$ cat src/verilog/port_phy_pkg.sv
package port_phy_pkg;

   // Register indices of the per-port bank; byte address is four times the index.
   localparam logic [7:0]  CTRL_IDX        = 8'h12;
   localparam logic [7:0]  STAT_IDX        = 8'h13;
   localparam logic [7:0]  EMASK_IDX       = 8'h14;
   localparam int          PORT_SEL_LSB    = 8;
   localparam logic [1:0]  PORT_AREA       = 2'h0;
   localparam logic [1:0]  GLOBAL_AREA     = 2'h1;

   // Global registers, byte offsets inside the global area.
   localparam logic [7:0]  IRQ_STATUS_OFS  = 8'h00;
   localparam logic [7:0]  IRQ_MASK_OFS    = 8'h04;
   localparam logic [7:0]  SUMMARY_OFS     = 8'h08;
   localparam logic [7:0]  MAU_FLAG_OFS    = 8'h0c;
   localparam logic [7:0]  SOFT_RESET_OFS  = 8'h10;

   // Control field positions.
   localparam int          CTRL_FORCE_LINK = 15;
   localparam int          CTRL_IRQ_PIN_EN = 5;
   localparam int          CTRL_NO_LINK_PULSE = 4;
   localparam int          CTRL_POL_FIX_OFF = 3;
   localparam int          CTRL_AUI_SEL    = 2;
   localparam int          CTRL_EXT_DIST   = 1;
   localparam int          CTRL_HB_OFF     = 0;
   localparam logic [15:0] CTRL_WMASK      = 16'h803f;
   localparam logic [15:0] CTRL_KEEP_SRST  = 16'h0024;
   localparam logic [15:0] CTRL_RESET      = 16'h0020;

   // Status and error-mask field positions.
   localparam int          ST_RATE         = 2;
   localparam int          ST_POL_REV      = 1;
   localparam int          ST_JABBER       = 0;
   localparam logic [15:0] EMASK_WMASK     = 16'h0007;
   localparam logic [15:0] EMASK_RESET     = 16'h0000;
   localparam int          MAU_FLAG_BIT    = 1;
   localparam int          SUMMARY_STRIDE  = 4;

   // Heartbeat timing.
   localparam int          CLK_PERIOD_NS   = 50;
   localparam int          HB_DELAY_NS     = 1000;
   localparam int          HB_WIDTH_NS     = 1000;
   localparam int          HB_DELAY_CYC    = HB_DELAY_NS / CLK_PERIOD_NS;
   localparam int          HB_WIDTH_CYC    = HB_WIDTH_NS / CLK_PERIOD_NS;

   typedef enum logic [2:0] {
      HB_IDLE  = 3'b001,
      HB_WAIT  = 3'b010,
      HB_PULSE = 3'b100
   } hb_state_t;

endpackage : port_phy_pkg

$ cat src/verilog/heartbeat_check.sv
`timescale 1ns/1ps
module heartbeat_check import port_phy_pkg::*; (
   input  wire logic pclk,
   input  wire logic presetn,
   input  wire logic tx_active,
   input  wire logic inhibit,
   output logic      collision
);

   localparam logic [7:0] DELAY_LAST = 8'(HB_DELAY_CYC - 1);
   localparam logic [7:0] WIDTH_LAST = 8'(HB_WIDTH_CYC - 1);

   hb_state_t  state;
   hb_state_t  next_state;
   logic [7:0] count;
   logic       tx_prev;
   wire        tx_end   = tx_prev & ~tx_active;
   wire        cnt_done = (state == HB_WAIT) ? (count == DELAY_LAST) : (count == WIDTH_LAST);

   // A new frame or an inhibit aborts the pending heartbeat at once.
   always_comb begin
      next_state = state;
      case (state)
         HB_IDLE:  next_state = (tx_end && !inhibit) ? HB_WAIT : HB_IDLE;
         HB_WAIT:  next_state = (inhibit || tx_active) ? HB_IDLE :
                                (cnt_done ? HB_PULSE : HB_WAIT);
         HB_PULSE: next_state = (inhibit || cnt_done) ? HB_IDLE : HB_PULSE;
         default:  next_state = HB_IDLE;
      endcase
   end

   // State, counter and the registered collision output.
   always_ff @(posedge pclk or negedge presetn) begin
      if (!presetn) begin
         state     <= HB_IDLE;
         count     <= 8'h00;
         tx_prev   <= 1'b0;
         collision <= 1'b0;
      end else begin
         state     <= next_state;
         count     <= (next_state != state) ? 8'h00 : count + 8'h01;
         tx_prev   <= tx_active;
         collision <= (next_state == HB_PULSE);
      end
   end

endmodule : heartbeat_check

$ cat src/verilog/port_phy_control_status_regs.sv
`timescale 1ns/1ps
// Function
// - Force bit holds link state machine good
// - Reserved ranges read zero, read-only
// - Port-0 bit 5 enables interrupt pin
// - Bit 4 suppresses link pulses
// - Bit 3 disables polarity correction
// - Port-0 bit 2 selects attachment interface
// - Bit 1 selects extended distance squelch
// - Bit 0 disables heartbeat
// - Heartbeat 1 us after frame, 1 us
// - Full duplex always inhibits heartbeat
// - Rate mismatch sticky, cleared on read
// - Polarity reversed bit follows live state
// - Jabber bit follows live jabber state
// - Separate register set per port
// - Error mask gates summary contributions
// - Global MAU flag sets, clears on read
// - Summary holds one MAU bit per port
module port_phy_control_status_regs import port_phy_pkg::*; #(
   parameter int NPORT = 4
) (
   input  wire logic              pclk,
   input  wire logic              presetn,
   input  wire logic              psel,
   input  wire logic              penable,
   input  wire logic              pwrite,
   input  wire logic [11:0]       paddr,
   input  wire logic [31:0]       pwdata,
   output logic      [31:0]       prdata,
   output logic                   pready,
   output logic                   pslverr,
   input  wire logic [NPORT-1:0]  rate_mismatch_evt,
   input  wire logic [NPORT-1:0]  rx_polarity_reversed,
   input  wire logic [NPORT-1:0]  tx_jabber,
   input  wire logic [NPORT-1:0]  tx_active,
   input  wire logic [NPORT-1:0]  full_duplex,
   output logic      [NPORT-1:0]  force_link_good,
   output logic      [NPORT-1:0]  link_pulse_disable,
   output logic      [NPORT-1:0]  polarity_corr_disable,
   output logic      [NPORT-1:0]  extended_distance,
   output logic                   aui_select,
   output logic                   aui_special_mode,
   output logic      [NPORT-1:0]  muxed_collision_out,
   output logic      [NPORT-1:0]  mau_error_summary,
   output logic                   irq,
   output logic                   status_change_irq_n
);

   // The summary layout and the port field of the address fit four ports only.
   if (NPORT != 4) begin : g_bad_nport
      $error("port_phy_control_status_regs supports exactly four ports");
   end

   localparam int NIN = 5 * NPORT;

   ////////////////////////////////////////////////////////////////////////////////////////
   // Input synchronisers.

   logic [NIN-1:0] in_s1;
   logic [NIN-1:0] in_s2;
   logic [NIN-1:0] in_s3;
   logic [NIN-1:0] in_f;
   wire  [NIN-1:0] in_raw = {full_duplex, tx_active, tx_jabber,
                             rx_polarity_reversed, rate_mismatch_evt};

   // Three stages; the filtered copy moves only when stages two and three agree.
   always_ff @(posedge pclk or negedge presetn) begin
      if (!presetn) begin
         in_s1 <= '0;
         in_s2 <= '0;
         in_s3 <= '0;
         in_f  <= '0;
      end else begin
         in_s1 <= in_raw;
         in_s2 <= in_s1;
         in_s3 <= in_s2;
         in_f  <= (in_s2 & in_s3) | (in_f & (in_s2 ^ in_s3));
      end
   end

   wire [NPORT-1:0] rate_f   = in_f[NPORT-1:0];
   wire [NPORT-1:0] polrev_f = in_f[2*NPORT-1:NPORT];
   wire [NPORT-1:0] jabber_f = in_f[3*NPORT-1:2*NPORT];
   wire [NPORT-1:0] txact_f  = in_f[4*NPORT-1:3*NPORT];
   wire [NPORT-1:0] fdx_f    = in_f[5*NPORT-1:4*NPORT];

   // The rate event counts once per rising edge, so a long pulse is one event.
   logic [NPORT-1:0] rate_prev;
   wire  [NPORT-1:0] rate_event = rate_f & ~rate_prev;

   ////////////////////////////////////////////////////////////////////////////////////////
   // APB decode.

   // One wait state: the access phase captures read data, the next edge completes.
   wire        access    = psel & penable;
   wire        done      = access & pready;
   wire        wr_done   = done & pwrite;
   wire        rd_done   = done & ~pwrite;
   wire [1:0]  area      = paddr[11:10];
   wire [1:0]  port_sel  = paddr[PORT_SEL_LSB+1:PORT_SEL_LSB];
   wire [7:0]  port_ofs  = paddr[7:0];
   wire [7:0]  glob_ofs  = paddr[7:0];
   wire        in_port   = (area == PORT_AREA) & (paddr[1:0] == 2'h0);
   wire        in_glob   = (area == GLOBAL_AREA) & (paddr[9:8] == 2'h0);
   wire        hit_ctrl  = in_port & (port_ofs == {CTRL_IDX[5:0], 2'h0});
   wire        hit_stat  = in_port & (port_ofs == {STAT_IDX[5:0], 2'h0});
   wire        hit_emask = in_port & (port_ofs == {EMASK_IDX[5:0], 2'h0});
   wire        hit_ists  = in_glob & (glob_ofs == IRQ_STATUS_OFS);
   wire        hit_imask = in_glob & (glob_ofs == IRQ_MASK_OFS);
   wire        hit_summ  = in_glob & (glob_ofs == SUMMARY_OFS);
   wire        hit_mauf  = in_glob & (glob_ofs == MAU_FLAG_OFS);
   wire        hit_srst  = in_glob & (glob_ofs == SOFT_RESET_OFS);
   wire        mapped    = hit_ctrl | hit_stat | hit_emask | hit_ists | hit_imask |
                           hit_summ | hit_mauf | hit_srst;

   // Soft reset is a write of one to bit 0 of its command register.
   wire        soft_reset_cmd = wr_done & hit_srst & pwdata[0];

   ////////////////////////////////////////////////////////////////////////////////////////
   // Per-port register sets.

   logic [15:0]      ctrl      [NPORT];
   logic [15:0]      emask     [NPORT];
   logic [NPORT-1:0] rate_err;
   logic [15:0]      stat_word [NPORT];
   logic [NPORT-1:0] any_err;
   logic [NPORT-1:0] reportable;
   logic [NPORT-1:0] hb_inhibit;
   logic [15:0]      rd_capture;

   for (genvar p = 0; p < NPORT; p++) begin : g_port
      wire sel_me   = (port_sel == 2'(p));
      wire wr_ctrl  = wr_done & hit_ctrl & sel_me;
      wire wr_emask = wr_done & hit_emask & sel_me;
      wire rd_stat  = rd_done & hit_stat & sel_me;

      // Reserved bits never store; soft reset spares bits 5 and 2.
      always_ff @(posedge pclk or negedge presetn) begin
         if (!presetn) begin
            ctrl[p] <= CTRL_RESET;
         end else if (wr_ctrl) begin
            ctrl[p] <= pwdata[15:0] & CTRL_WMASK;
         end else if (soft_reset_cmd) begin
            ctrl[p] <= (ctrl[p] & CTRL_KEEP_SRST) | (CTRL_RESET & ~CTRL_KEEP_SRST);
         end
      end

      // Error mask enables one error class each.
      always_ff @(posedge pclk or negedge presetn) begin
         if (!presetn) begin
            emask[p] <= EMASK_RESET;
         end else if (wr_emask) begin
            emask[p] <= pwdata[15:0] & EMASK_WMASK;
         end else if (soft_reset_cmd) begin
            emask[p] <= EMASK_RESET;
         end
      end

      // The read clears only the value it returned, so a later event survives.
      always_ff @(posedge pclk or negedge presetn) begin
         if (!presetn) begin
            rate_err[p] <= 1'b0;
         end else if (soft_reset_cmd) begin
            rate_err[p] <= rate_event[p];
         end else begin
            rate_err[p] <= (rate_err[p] & ~(rd_stat & rd_capture[ST_RATE])) |
                           rate_event[p];
         end
      end

      // Live levels for polarity and jabber; the upper bits are constant zero.
      assign stat_word[p] = {13'h0000, rate_err[p], polrev_f[p], jabber_f[p]};
      assign any_err[p]   = |stat_word[p][2:0];
      assign reportable[p] = |(stat_word[p][2:0] & emask[p][2:0]);
      assign hb_inhibit[p] = ctrl[p][CTRL_HB_OFF] | fdx_f[p];

      heartbeat_check u_hb (
         .pclk      (pclk),
         .presetn   (presetn),
         .tx_active (txact_f[p]),
         .inhibit   (hb_inhibit[p]),
         .collision (muxed_collision_out[p])
      );

      assign force_link_good[p]       = ctrl[p][CTRL_FORCE_LINK];
      assign link_pulse_disable[p]    = ctrl[p][CTRL_NO_LINK_PULSE];
      assign polarity_corr_disable[p] = ctrl[p][CTRL_POL_FIX_OFF];
      assign extended_distance[p]     = ctrl[p][CTRL_EXT_DIST];
   end

   ////////////////////////////////////////////////////////////////////////////////////////
   // Global flags and interrupt.

   logic [NPORT-1:0] any_err_prev;
   logic [NPORT-1:0] report_prev;
   logic [NPORT-1:0] irq_status;
   logic [NPORT-1:0] irq_mask;
   logic             mau_flag;
   wire  [NPORT-1:0] err_rise    = any_err & ~any_err_prev;
   wire  [NPORT-1:0] report_rise = reportable & ~report_prev;
   wire              rd_mauf     = rd_done & hit_mauf;
   wire              wr_ists     = wr_done & hit_ists;
   wire              wr_imask    = wr_done & hit_imask;
   wire [NPORT-1:0]  w1c         = wr_ists ? pwdata[NPORT-1:0] : '0;
   wire [NPORT-1:0]  next_irq_status = (irq_status & ~w1c) | report_rise;
   wire              next_irq    = |(next_irq_status & irq_mask);

   // Edge history for the event detectors.
   always_ff @(posedge pclk or negedge presetn) begin
      if (!presetn) begin
         rate_prev    <= '0;
         any_err_prev <= '0;
         report_prev  <= '0;
      end else begin
         rate_prev    <= rate_f;
         any_err_prev <= any_err;
         report_prev  <= reportable;
      end
   end

   // MAU flag is set by any error becoming set; a read clears what it returned.
   always_ff @(posedge pclk or negedge presetn) begin
      if (!presetn) begin
         mau_flag <= 1'b0;
      end else begin
         mau_flag <= (mau_flag & ~(rd_mauf & rd_capture[MAU_FLAG_BIT])) | (|err_rise);
      end
   end

   // Sticky interrupt status, write one to clear; a new event wins over the clear.
   always_ff @(posedge pclk or negedge presetn) begin
      if (!presetn) begin
         irq_status <= '0;
         irq_mask   <= '0;
      end else begin
         irq_status <= next_irq_status;
         irq_mask   <= wr_imask ? pwdata[NPORT-1:0] : irq_mask;
      end
   end

   // The pin form of the interrupt only works when port 0 enables it.
   always_ff @(posedge pclk or negedge presetn) begin
      if (!presetn) begin
         irq                 <= 1'b0;
         status_change_irq_n <= 1'b1;
      end else begin
         irq                 <= next_irq;
         status_change_irq_n <= ~(next_irq & ctrl[0][CTRL_IRQ_PIN_EN]);
      end
   end

   // Summary bits and the port-0 attachment selection, registered.
   always_ff @(posedge pclk or negedge presetn) begin
      if (!presetn) begin
         mau_error_summary <= '0;
         aui_select        <= 1'b0;
         aui_special_mode  <= 1'b0;
      end else begin
         mau_error_summary <= reportable;
         aui_select        <= ctrl[0][CTRL_AUI_SEL];
         aui_special_mode  <= ctrl[0][CTRL_AUI_SEL] & ctrl[0][CTRL_IRQ_PIN_EN];
      end
   end

   ////////////////////////////////////////////////////////////////////////////////////////
   // Read data and handshake.

   logic [15:0] summary_word;

   // Each port owns four summary bits; only the MAU error position is kept here.
   always_comb begin
      summary_word = 16'h0000;
      for (int p = 0; p < NPORT; p++) begin
         summary_word[p*SUMMARY_STRIDE] = mau_error_summary[p];
      end
   end

   wire [15:0] ctrl_sel  = ctrl[port_sel] & CTRL_WMASK;
   wire [15:0] stat_sel  = stat_word[port_sel];
   wire [15:0] emask_sel = emask[port_sel] & EMASK_WMASK;
   wire [15:0] mauf_word = {14'h0000, mau_flag, 1'b0};
   wire [15:0] irq_word  = {12'h000, irq_status};
   wire [15:0] mask_word = {12'h000, irq_mask};
   wire [15:0] rd_word   = hit_ctrl  ? ctrl_sel  :
                           hit_stat  ? stat_sel  :
                           hit_emask ? emask_sel :
                           hit_ists  ? irq_word  :
                           hit_imask ? mask_word :
                           hit_summ  ? summary_word :
                           hit_mauf  ? mauf_word : 16'h0000;

   // The captured word is what the master sees and what a clear-on-read removes.
   always_ff @(posedge pclk or negedge presetn) begin
      if (!presetn) begin
         pready     <= 1'b0;
         pslverr    <= 1'b0;
         prdata     <= 32'h0000_0000;
         rd_capture <= 16'h0000;
      end else begin
         pready     <= access & ~pready;
         pslverr    <= access & ~pready & ~mapped;
         prdata     <= (access & ~pready & ~pwrite) ? {16'h0000, rd_word} : prdata;
         rd_capture <= (access & ~pready) ? rd_word : rd_capture;
      end
   end

endmodule : port_phy_control_status_regs

$ cat config.mk
export PLATFORM = sky130hd
export DESIGN_NAME = port_phy_control_status_regs
export DESIGN_NICKNAME = d
export VERILOG_FILES = /design/src/verilog/port_phy_pkg.sv /design/src/verilog/heartbeat_check.sv /design/src/verilog/port_phy_control_status_regs.sv
export SDC_FILE = /design/constraint.sdc
export NUM_CORES = 1
export LEC_CHECK = 0
export BUFFER_PORTS_ARGS = -buffer_cell sky130_fd_sc_hd__buf_2
export CORE_MARGIN = 4
export CORE_UTILIZATION = 35
export CTS_BUF_LIST = sky130_fd_sc_hd__clkbuf_4 sky130_fd_sc_hd__clkbuf_8 sky130_fd_sc_hd__clkbuf_16
export CTS_CLUSTER_DIAMETER = 60
export DETAILED_ROUTE_END_ITERATION = 10
export PLACE_DENSITY_LB_ADDON = 0.12
export SLEW_MARGIN = 20
export SYNTH_ARGS = -nofsm -noshare
export SYNTH_HDL_FRONTEND = slang
export SYNTH_HIERARCHICAL = 1
export SYNTH_SLANG_ARGS = --single-unit
$ cat constraint.sdc
create_clock -name pclk -period 3.02 [get_ports pclk]
set_clock_uncertainty 0.15 [all_clocks]
set_input_delay 0 -clock pclk [delete_from_list [all_inputs] [get_ports pclk]]
set_output_delay 0 -clock pclk [all_outputs]
set_load 0.02 [all_outputs]
==> results of run 1 <==
worst min-delay path by stage:
stage | to | slack (ps)
after floorplan | any_err_prev[0]$_DFF_PN0_ | -450
after global placement | in_s1[7]$_DFF_PN0_ | -110
after detailed placement | in_s1[7]$_DFF_PN0_ | -110
after CTS | rate_err[3]$_DFF_PN0_ | 40
after global routing | rate_err[3]$_DFF_PN0_ | 100
final | rate_err[3]$_DFF_PN0_ | 60
routing by layer:
| layer | part of all wire, % | vias up |
|---|---|---|
| met5 | 0 | - |
| met1 | 47 | 3164 |
| li1 | - | 3112 |
| met2 | 43 | 168 |
| met4 | 3.1 | 0 |
| met3 | 6.9 | 43 |
final cells by class:
cell class | instances | area share (%)
tap | 335 | 3.611
inverter | 21 | 0.6792
sequential | 214 | 46.24
clock inverter | 5 | 0.4636
clock buffer | 41 | 6.997
multi-input combinational | 529 | 31.51
timing repair buffer | 163 | 10.50
state kept, by name, summed over array words and instances (netlist names), 9 cells and up:
signal,count
g_port.u_hb/state,12
emask,12
prdata,9
in_s3,20
in_s1,20
in_f,20
in_s2,20
g_port.u_hb/count,32
ctrl,12
power groups by stage:
| stage | logic, W | clock network, W | registers, W |
|---|---|---|---|
| 6_report | 0.000686 | 0.00308 | 0.00324 |
| 5_1_grt | 0.000795 | 0.00333 | 0.00328 |
| 4_1_cts | 0.000696 | 0.00320 | 0.00324 |
| 3_5_place_dp | 0.000628 | 0 | 0.00329 |
| 3_3_place_gp | 0.000625 | 0 | 0.00329 |
| 2_1_floorplan | 0.000463 | 0 | 0.00325 |
cells in the mapped netlist, drive strengths merged (3+ instances only):
cell / n / area share (%)
clkbuf: 8 / 0.33
or2: 5 / 0.33
a22oi: 4 / 0.32
xor2: 12 / 1.1
a21o: 24 / 1.9
nor2: 46 / 1.8
mux2: 13 / 1.6
o21ai: 44 / 2.5
buf: 56 / 4.3
or2b: 4 / 0.32
nand3: 24 / 1.3
dfstp: 9 / 2.5
nand2b: 4 / 0.26
dfrtp: 205 / 54
nand3b: 7 / 0.56
or3: 4 / 0.26
and2: 8 / 0.53
o221ai: 4 / 0.64
a21boi: 8 / 0.64
xnor2: 12 / 1.1
nand2: 98 / 3.9
nand4: 5 / 0.65
and3: 17 / 1.1
nor2b: 5 / 0.33
o211ai: 5 / 0.40
a222oi: 4 / 0.42
mux4: 13 / 3.1
a32oi: 6 / 0.56
mux2i: 4 / 0.42
o21a: 7 / 0.56
or4b: 5 / 0.57
nor4b: 7 / 0.87
a21oi: 16 / 1.0
o32ai: 5 / 0.46
nor3: 29 / 1.9
nand4b: 8 / 0.74
inv: 21 / 0.83
nor4: 7 / 0.78
ha: 24 / 3.2
o2bb2ai: 3 / 0.28
worst max-delay path, stage by stage:
cell and delay [ps]:
dlygate4sd3_1 530, buf_2 170, nor4_4 280, dlygate4sd3_1 740
nand4_4 220, nor3_2 570, mux2_2 400
placed cells by master (no fill, tap or decap), types with 6 or more instances in the layout:
| cell type | synthesis | final |
|---|---|---|
| o21a_1 | 7 | 7 |
| mux2_2 | 13 | 13 |
| buf_2 | 9 | 81 |
| dfstp_2 | 9 | 9 |
| dfrtp_1 | 205 | 205 |
| nand3b_1 | 7 | 7 |
| clkbuf_4 | 0 | 9 |
| inv_1 | 21 | 21 |
| and2_1 | 8 | 8 |
| clkbuf_16 | 0 | 27 |
| nand2_1 | 98 | 98 |
| a32oi_1 | 6 | 6 |
| ha_1 | 24 | 24 |
| buf_4 | 44 | 9 |
| a21boi_0 | 8 | 8 |
| and3_1 | 17 | 16 |
| nor3_1 | 23 | 23 |
| nand3_1 | 23 | 23 |
| nand4b_1 | 8 | 8 |
| dlygate4sd3_1 | 0 | 71 |
| xor2_1 | 12 | 12 |
| conb_1 | 1 | 23 |
| xnor2_1 | 12 | 12 |
| mux4_2 | 13 | 13 |
| nor2_1 | 46 | 46 |
| a21o_1 | 24 | 24 |
| a21oi_1 | 12 | 12 |
| o21ai_0 | 37 | 37 |
repair_timing:
| action | 4_1_cts | 5_1_grt |
|---|---|---|
| hold buffers | 71 | 1 |
| hold endpoints to repair | 290 | 1 |
| gates resized for setup | 0 | 2 |
| endpoints found under the setup margin | 0 | 2 |
logic make-up (layout without fill, tap and decap cells):
family	after synthesis	in the layout	share of synthesized area (%)
AO/OA/AOI/OAI	141	141	10.55
XOR/XNOR	24	24	2.226
adder cells (fa/ha/maj)	24	24	3.180
buffers and inverters	85	230	5.419
flip-flops	214	214	56.83
multiplexers	30	30	5.075
other	1	23	0.03971
AND/OR/NAND/NOR	287	287	16.68
per-stage QoR:
step	setup slack [ps]	total power (W)	std cells	hold slack (ps)
4_1_cts	31.19	0.007135	1308	39.67
3_3_place_gp	647.9	0.003917	1191	-109.5
6_report	354.5	0.007009	1308	64.74
5_1_grt	236.1	0.007410	1308	97.40
3_5_place_dp	661.3	0.003921	1191	-107.0
2_1_floorplan	1154	0.003711	828	-445.6
==> metrics.md, run 1 <==
| Metric | Value |
|---|---|
| Slew @ Worst Pin | between 800 and 900 ps |
| Gr busiest metal | met2 |
| FILL cells | approximately 2,500 |
| Min-delay src | paddr[9] |
| Final setup vio count | 0 |
| Final Max Tran Viols | 0 |
| Synth Cell Area | 9443 sq um |
| Clk slew on worst S/H paths | 60 ps |
| Gr ovfl total | 0 |
| Hold Violations, Final | 0 |
| Area of the multi-input gates | between 3000 and 4000 sq um |
| CTS tree | done |
| I/O pin count | between 100 and 150 |
| Post-detailed-routing wire length | 20,680 microns |
| Row Count | 59 |
| R2r startpoint | pready$_DFF_PN0_ |
| Ant diodes | 0 |
| Global-route wire length before repair | 34,490 microns |
| GPL Wtd Cong | 0.8026 |
| Post-synthesis cell type count | between 60 and 70 |
| Reg2reg setup slack | 540 ps |
| CP Capture Type | flop |
| Startpoint types | input port |
| Fin area | 11,610 sq um |
| Yosys warns | 6 |
| EDFF count, synth | 0 |
| Met1 usage | 21.01% |
| Clk buf depth | 3 |
| Switching share of power | 24.46% |
| Reg2reg end | prdata[8]$_DFFE_PN0P_ |
| Via density | 4.959 |
| Initial antenna violation count | 0 |
| FF/Latch Area | 5366 sq um |
| Clock Power Share | 44.0% |
| Hold crit path type | in2reg |
| Setup TNS | 0 ps |
| Worst hold stages | 4 |
| Vias in the first global route | 6,366 |
| H-tree Lvls | 1 |
| Internal power | 0.005294 W |
| Via count | 6,487 |
| Clk_lat worst skew | 520 ps |
| DIE AREA | 29,670 sq um |
| RSZ-0062 raised after global routing | no |
| Gr usage total | 14.33% |
| Buffers on Ports | a little over 80 |
| Final HPWL DP | 13,970 microns |
| Post-route clock period utilization | 88.26% |
| DRC | 0 |
| Crit. Startpoint | paddr[1] |
| DRT iter0 DRCs | 416 |
| Post-placement cell area | 10,020 sq um |
| Core area | 26,280 sq um |
| Largest net degree at the start of global routing | slightly above 80 |
| Synthesized area per cell | 11.72 sq um |
| Post-Syn Instances | 806 |
| Sequential power share | 46.2% |
| FMAX | 0.3752 GHz |
| CTS Sinks | 214 |
| Clock Root Buffer | clkbuf_16 |
| Utilization after layout | 44.16% |
| Max FO, Critical Path | 8 |
| Async S/R FF share, synth | 100.0% |
| Met2 Track Usage GR | 21.10% |
| Area Growth Syn to Fin | 22.91% |
| Chip height | 172.3 microns |
| WL/cell | 15.81 microns |
| CP required | 3280 ps |
| P_sw | roughly 0.0017 W |
| WP data arrival | 2920 ps |
| Kind of critical path | in2reg |
| Die width | 172.3 microns |
| Initial core utilization | 35.93% |
| Max transition margin | 45.23% |
| Number of synthesized register bits | approximately 210 |
| Worst VDD drop | between 0.3 and 0.4 mV |
| Post-CTS setup buffer count | 0 |
| MaxCap Viol Count | 0 |
| Leak pwr | 5.326 nW |
| Critical Path Sink | ctrl[2]$_DFFE_PN0P_ |
| Register area share after synthesis | about 57% |
| CTS Buf Count | 26 |
| Met3 usage | 3.201% |
| Fin nets | 1,048 |
| Logic pwr share | 9.8% |
| Ys flop type | dfrtp_1 |
| Post-route minimum period | 2666 ps |
| Drt pass-1 iters | 5 |
| Outcome | completed |
| R2R cell count | 6 |
| Power Density | 603.9 nW/um^2 |
| Remaining antenna violation count | 0 |
| Layout cells sized above 1 | between 20% and 30% |
(Power assumes the default switching activity.)
==> run 2: changes to the inputs <==
==> constraint.sdc (replaced) <==
create_clock -name pclk -period 2.3 [get_ports pclk]
set_clock_uncertainty 0.15 [all_clocks]
set_input_delay 0 -clock pclk [delete_from_list [all_inputs] [get_ports pclk]]
set_output_delay 0 -clock pclk [all_outputs]
set_load 0.02 [all_outputs]
==> metrics.md, run 2 (same netlist as run 1, synthesis figures left out) <==
| Metric | Value |
|---|---|
| Outcome | completed |
| Die width | 172.3 microns (unchanged) |
| CTS tree | done |
| Initial core utilization | 35.93% (unchanged) |
| Gr usage total | 14.21% (-0.12 points) |
| Buffers on Ports | 82 (unchanged) |
| Final setup vio count | 0 (unchanged) |
| Ant diodes | 0 (unchanged) |
| Final Max Tran Viols | 0 (unchanged) |
| Post-route minimum period | 2179 ps |
| Max transition margin | 59.10% (+14 points) |
| H-tree Lvls | 1 (unchanged) |
| Core area | 26,280 sq um (unchanged) |
| Vias in the first global route | 6,251 (-1.8%) |
| Slew @ Worst Pin | 613.5 ps (-208.1 ps) |
| Commonest non-fill, non-tap cell in the layout | dfrtp_1 |
| Via count | 6,437 (-0.77%) |
| Post-CTS setup buffer count | 0 (unchanged) |
| WL/cell | 15.87 microns (+0.39%) |
| CP Capture Type | flop |
| WP data arrival | 2490 ps (-430 ps) |
| Clk slew on worst S/H paths | 60 ps (about the same) |
| Max FFs per register | 32 (unchanged) |
| Global-route wire length before repair | 34,220 microns (-0.80%) |
| DRT iter0 DRCs | 438 (+5.3%) |
| Fin nets | 1,063 (+1.4%) |
| Hold crit path type | in2reg |
| DP Worst Slack | 347.0 ps (-314.3 ps) |
| FMAX | 0.4589 GHz |
| Gr ovfl total | 0 (unchanged) |
| Drt pass-1 iters | 5 (unchanged) |
| Area Growth Syn to Fin | 24.10% |
| GPL Wtd Cong | 0.8410 (+4.8%) |
| Worst VDD drop | 0.4986 mV (+37%) |
| Leak pwr | 5.401 nW (+1.4%) |
| Initial antenna violation count | 0 (unchanged) |
| Clock Root Buffer | clkbuf_16 |
| Kind of critical path | in2reg |
| Max FO, Critical Path | 7 (-1) |
| CP required | 2610 ps (-670 ps) |
| Final HPWL DP | 14,600 microns (+4.5%) |
| Utilization after layout | 44.59% (+0.43 points) |
| CTS Buf Count | 26 (unchanged) |
| Chip height | 172.3 microns (unchanged) |
| Most flop-heavy register | g_port.u_hb/count |
| Layout cells sized above 1 | 22.65% (+1.6 points) |
| Clk_lat worst skew | 520 ps (about the same) |
| Largest net degree at the start of global routing | 78 (-3.7%) |
| Via density | 4.862 (-2.0%) |
| Placed insts | 1,210 (+1.6%) |
| Setup ws final | 120.8 ps (-233.7 ps) |
| Setup TNS | 0 ps (unchanged) |
| Hold Violations, Final | 0 (unchanged) |
| Final non-filler cell total | 1,324 (+1.2%) |
| Post-route clock period utilization | 94.75% |
| MaxCap Viol Count | 0 (unchanged) |
| RSZ-0062 raised after global routing | no |
| Most frequent cells in the layout | dfrtp_1 (205), nand2_1 (98), buf_2 (81), dlygate4sd3_1 (67), nor2_1 (46) |
| Post-detailed-routing wire length | 21,010 microns (+1.6%) |
| Clk buf depth | 3 (unchanged) |
| DRC | 0 (unchanged) |
| Startpoint types | input port |
| CTS Sinks | 214 (unchanged) |
| Power Density | 788.7 nW/um^2 (+31%) |
| I/O pin count | 131 (unchanged) |
| DIE AREA | 29,670 sq um (unchanged) |
| Row Count | 59 (unchanged) |
| Remaining antenna violation count | 0 (unchanged) |
## run 2: cell types whose count changed in the layout (fill, tap and decap cells not counted), sizes merged
cell / before / now
buf: 92 / 111
dlygate4sd3: 71 / 67
inv: 22 / 21
clkinv: 3 / 5
## run 2: per-stage QoR
| stage | hold WS (ps) | cell area (sq um) | total power [W] |
|---|---|---|---|
| 6_report | 147.3 | 11720 | 0.009242 |
| 5_1_grt | 150.7 | 11720 | 0.009731 |
| 4_1_cts | 125.5 | 11720 | 0.009399 |
| 3_5_place_dp | -116.2 | 10170 | 0.005166 |
| 3_3_place_gp | -124.8 | 10170 | 0.005165 |
| 2_1_floorplan | -445.6 | 9525 | 0.004873 |
## run 2: power breakdown
group / internal [W] / switching (W) / total (W)
clock: 0.00254 / 0.00153 / 0.00407
combinational: 0.000414 / 0.000500 / 0.000913
sequential: 0.00402 / 0.000237 / 0.00426
## run 2: final cells by class
class                           count  area [sq um]
Fill cell                        2442         14560
Sequential cell                   214          5366
Tap cell                          335         419.2
Clock inverter                      6         55.05
Timing Repair Buffer              178          1334
Clock buffer                       41         818.3
Inverter                           21         78.83
Multi-Input combinational cell    529          3647
## run 2: per-layer routing
layer  GRT usage, %  up-vias  share of wire, %
met3          3.109       37               6.3
met1          20.80     3116                48
met2          21.72      147                44
met4          3.349        0               1.8
li1               -     3137                 -
met5              0        -                 0
## run 2: final timing paths
check	startpoint	to	slack, ps	cells past startpoint
setup / recovery	paddr[1]	prdata[0]$_DFFE_PN0P_	120	7
hold / removal	pwdata[15]	force_link_good[1]$_DFFE_PN0P_	150	4
setup reg to reg	in_f[6]$_DFF_PN0_	status_change_irq_n$_DFF_PN1_	320	5
hold reg to reg	in_s1[17]$_DFF_PN0_	in_s2[17]$_DFF_PN0_	190	0
max in group asynchronous	presetn	g_port[0].u_hb/state[0]$_DFF_PN1_	760	4
min in group asynchronous	presetn	in_s1[7]$_DFF_PN0_	420	3
## run 2: timing repair
item	CTS	global route
hold buffers	67	0
gates resized for setup	0	0
hold endpoints to repair	291	0
## run 2: worst max-delay path, cell delays in order
cell	delay, ps
dlygate4sd3_1	520
buf_2	170
nor4_4	480
nand4_4	250
dlygate4sd3_1	660
o211ai_1	250
o21a_1	160
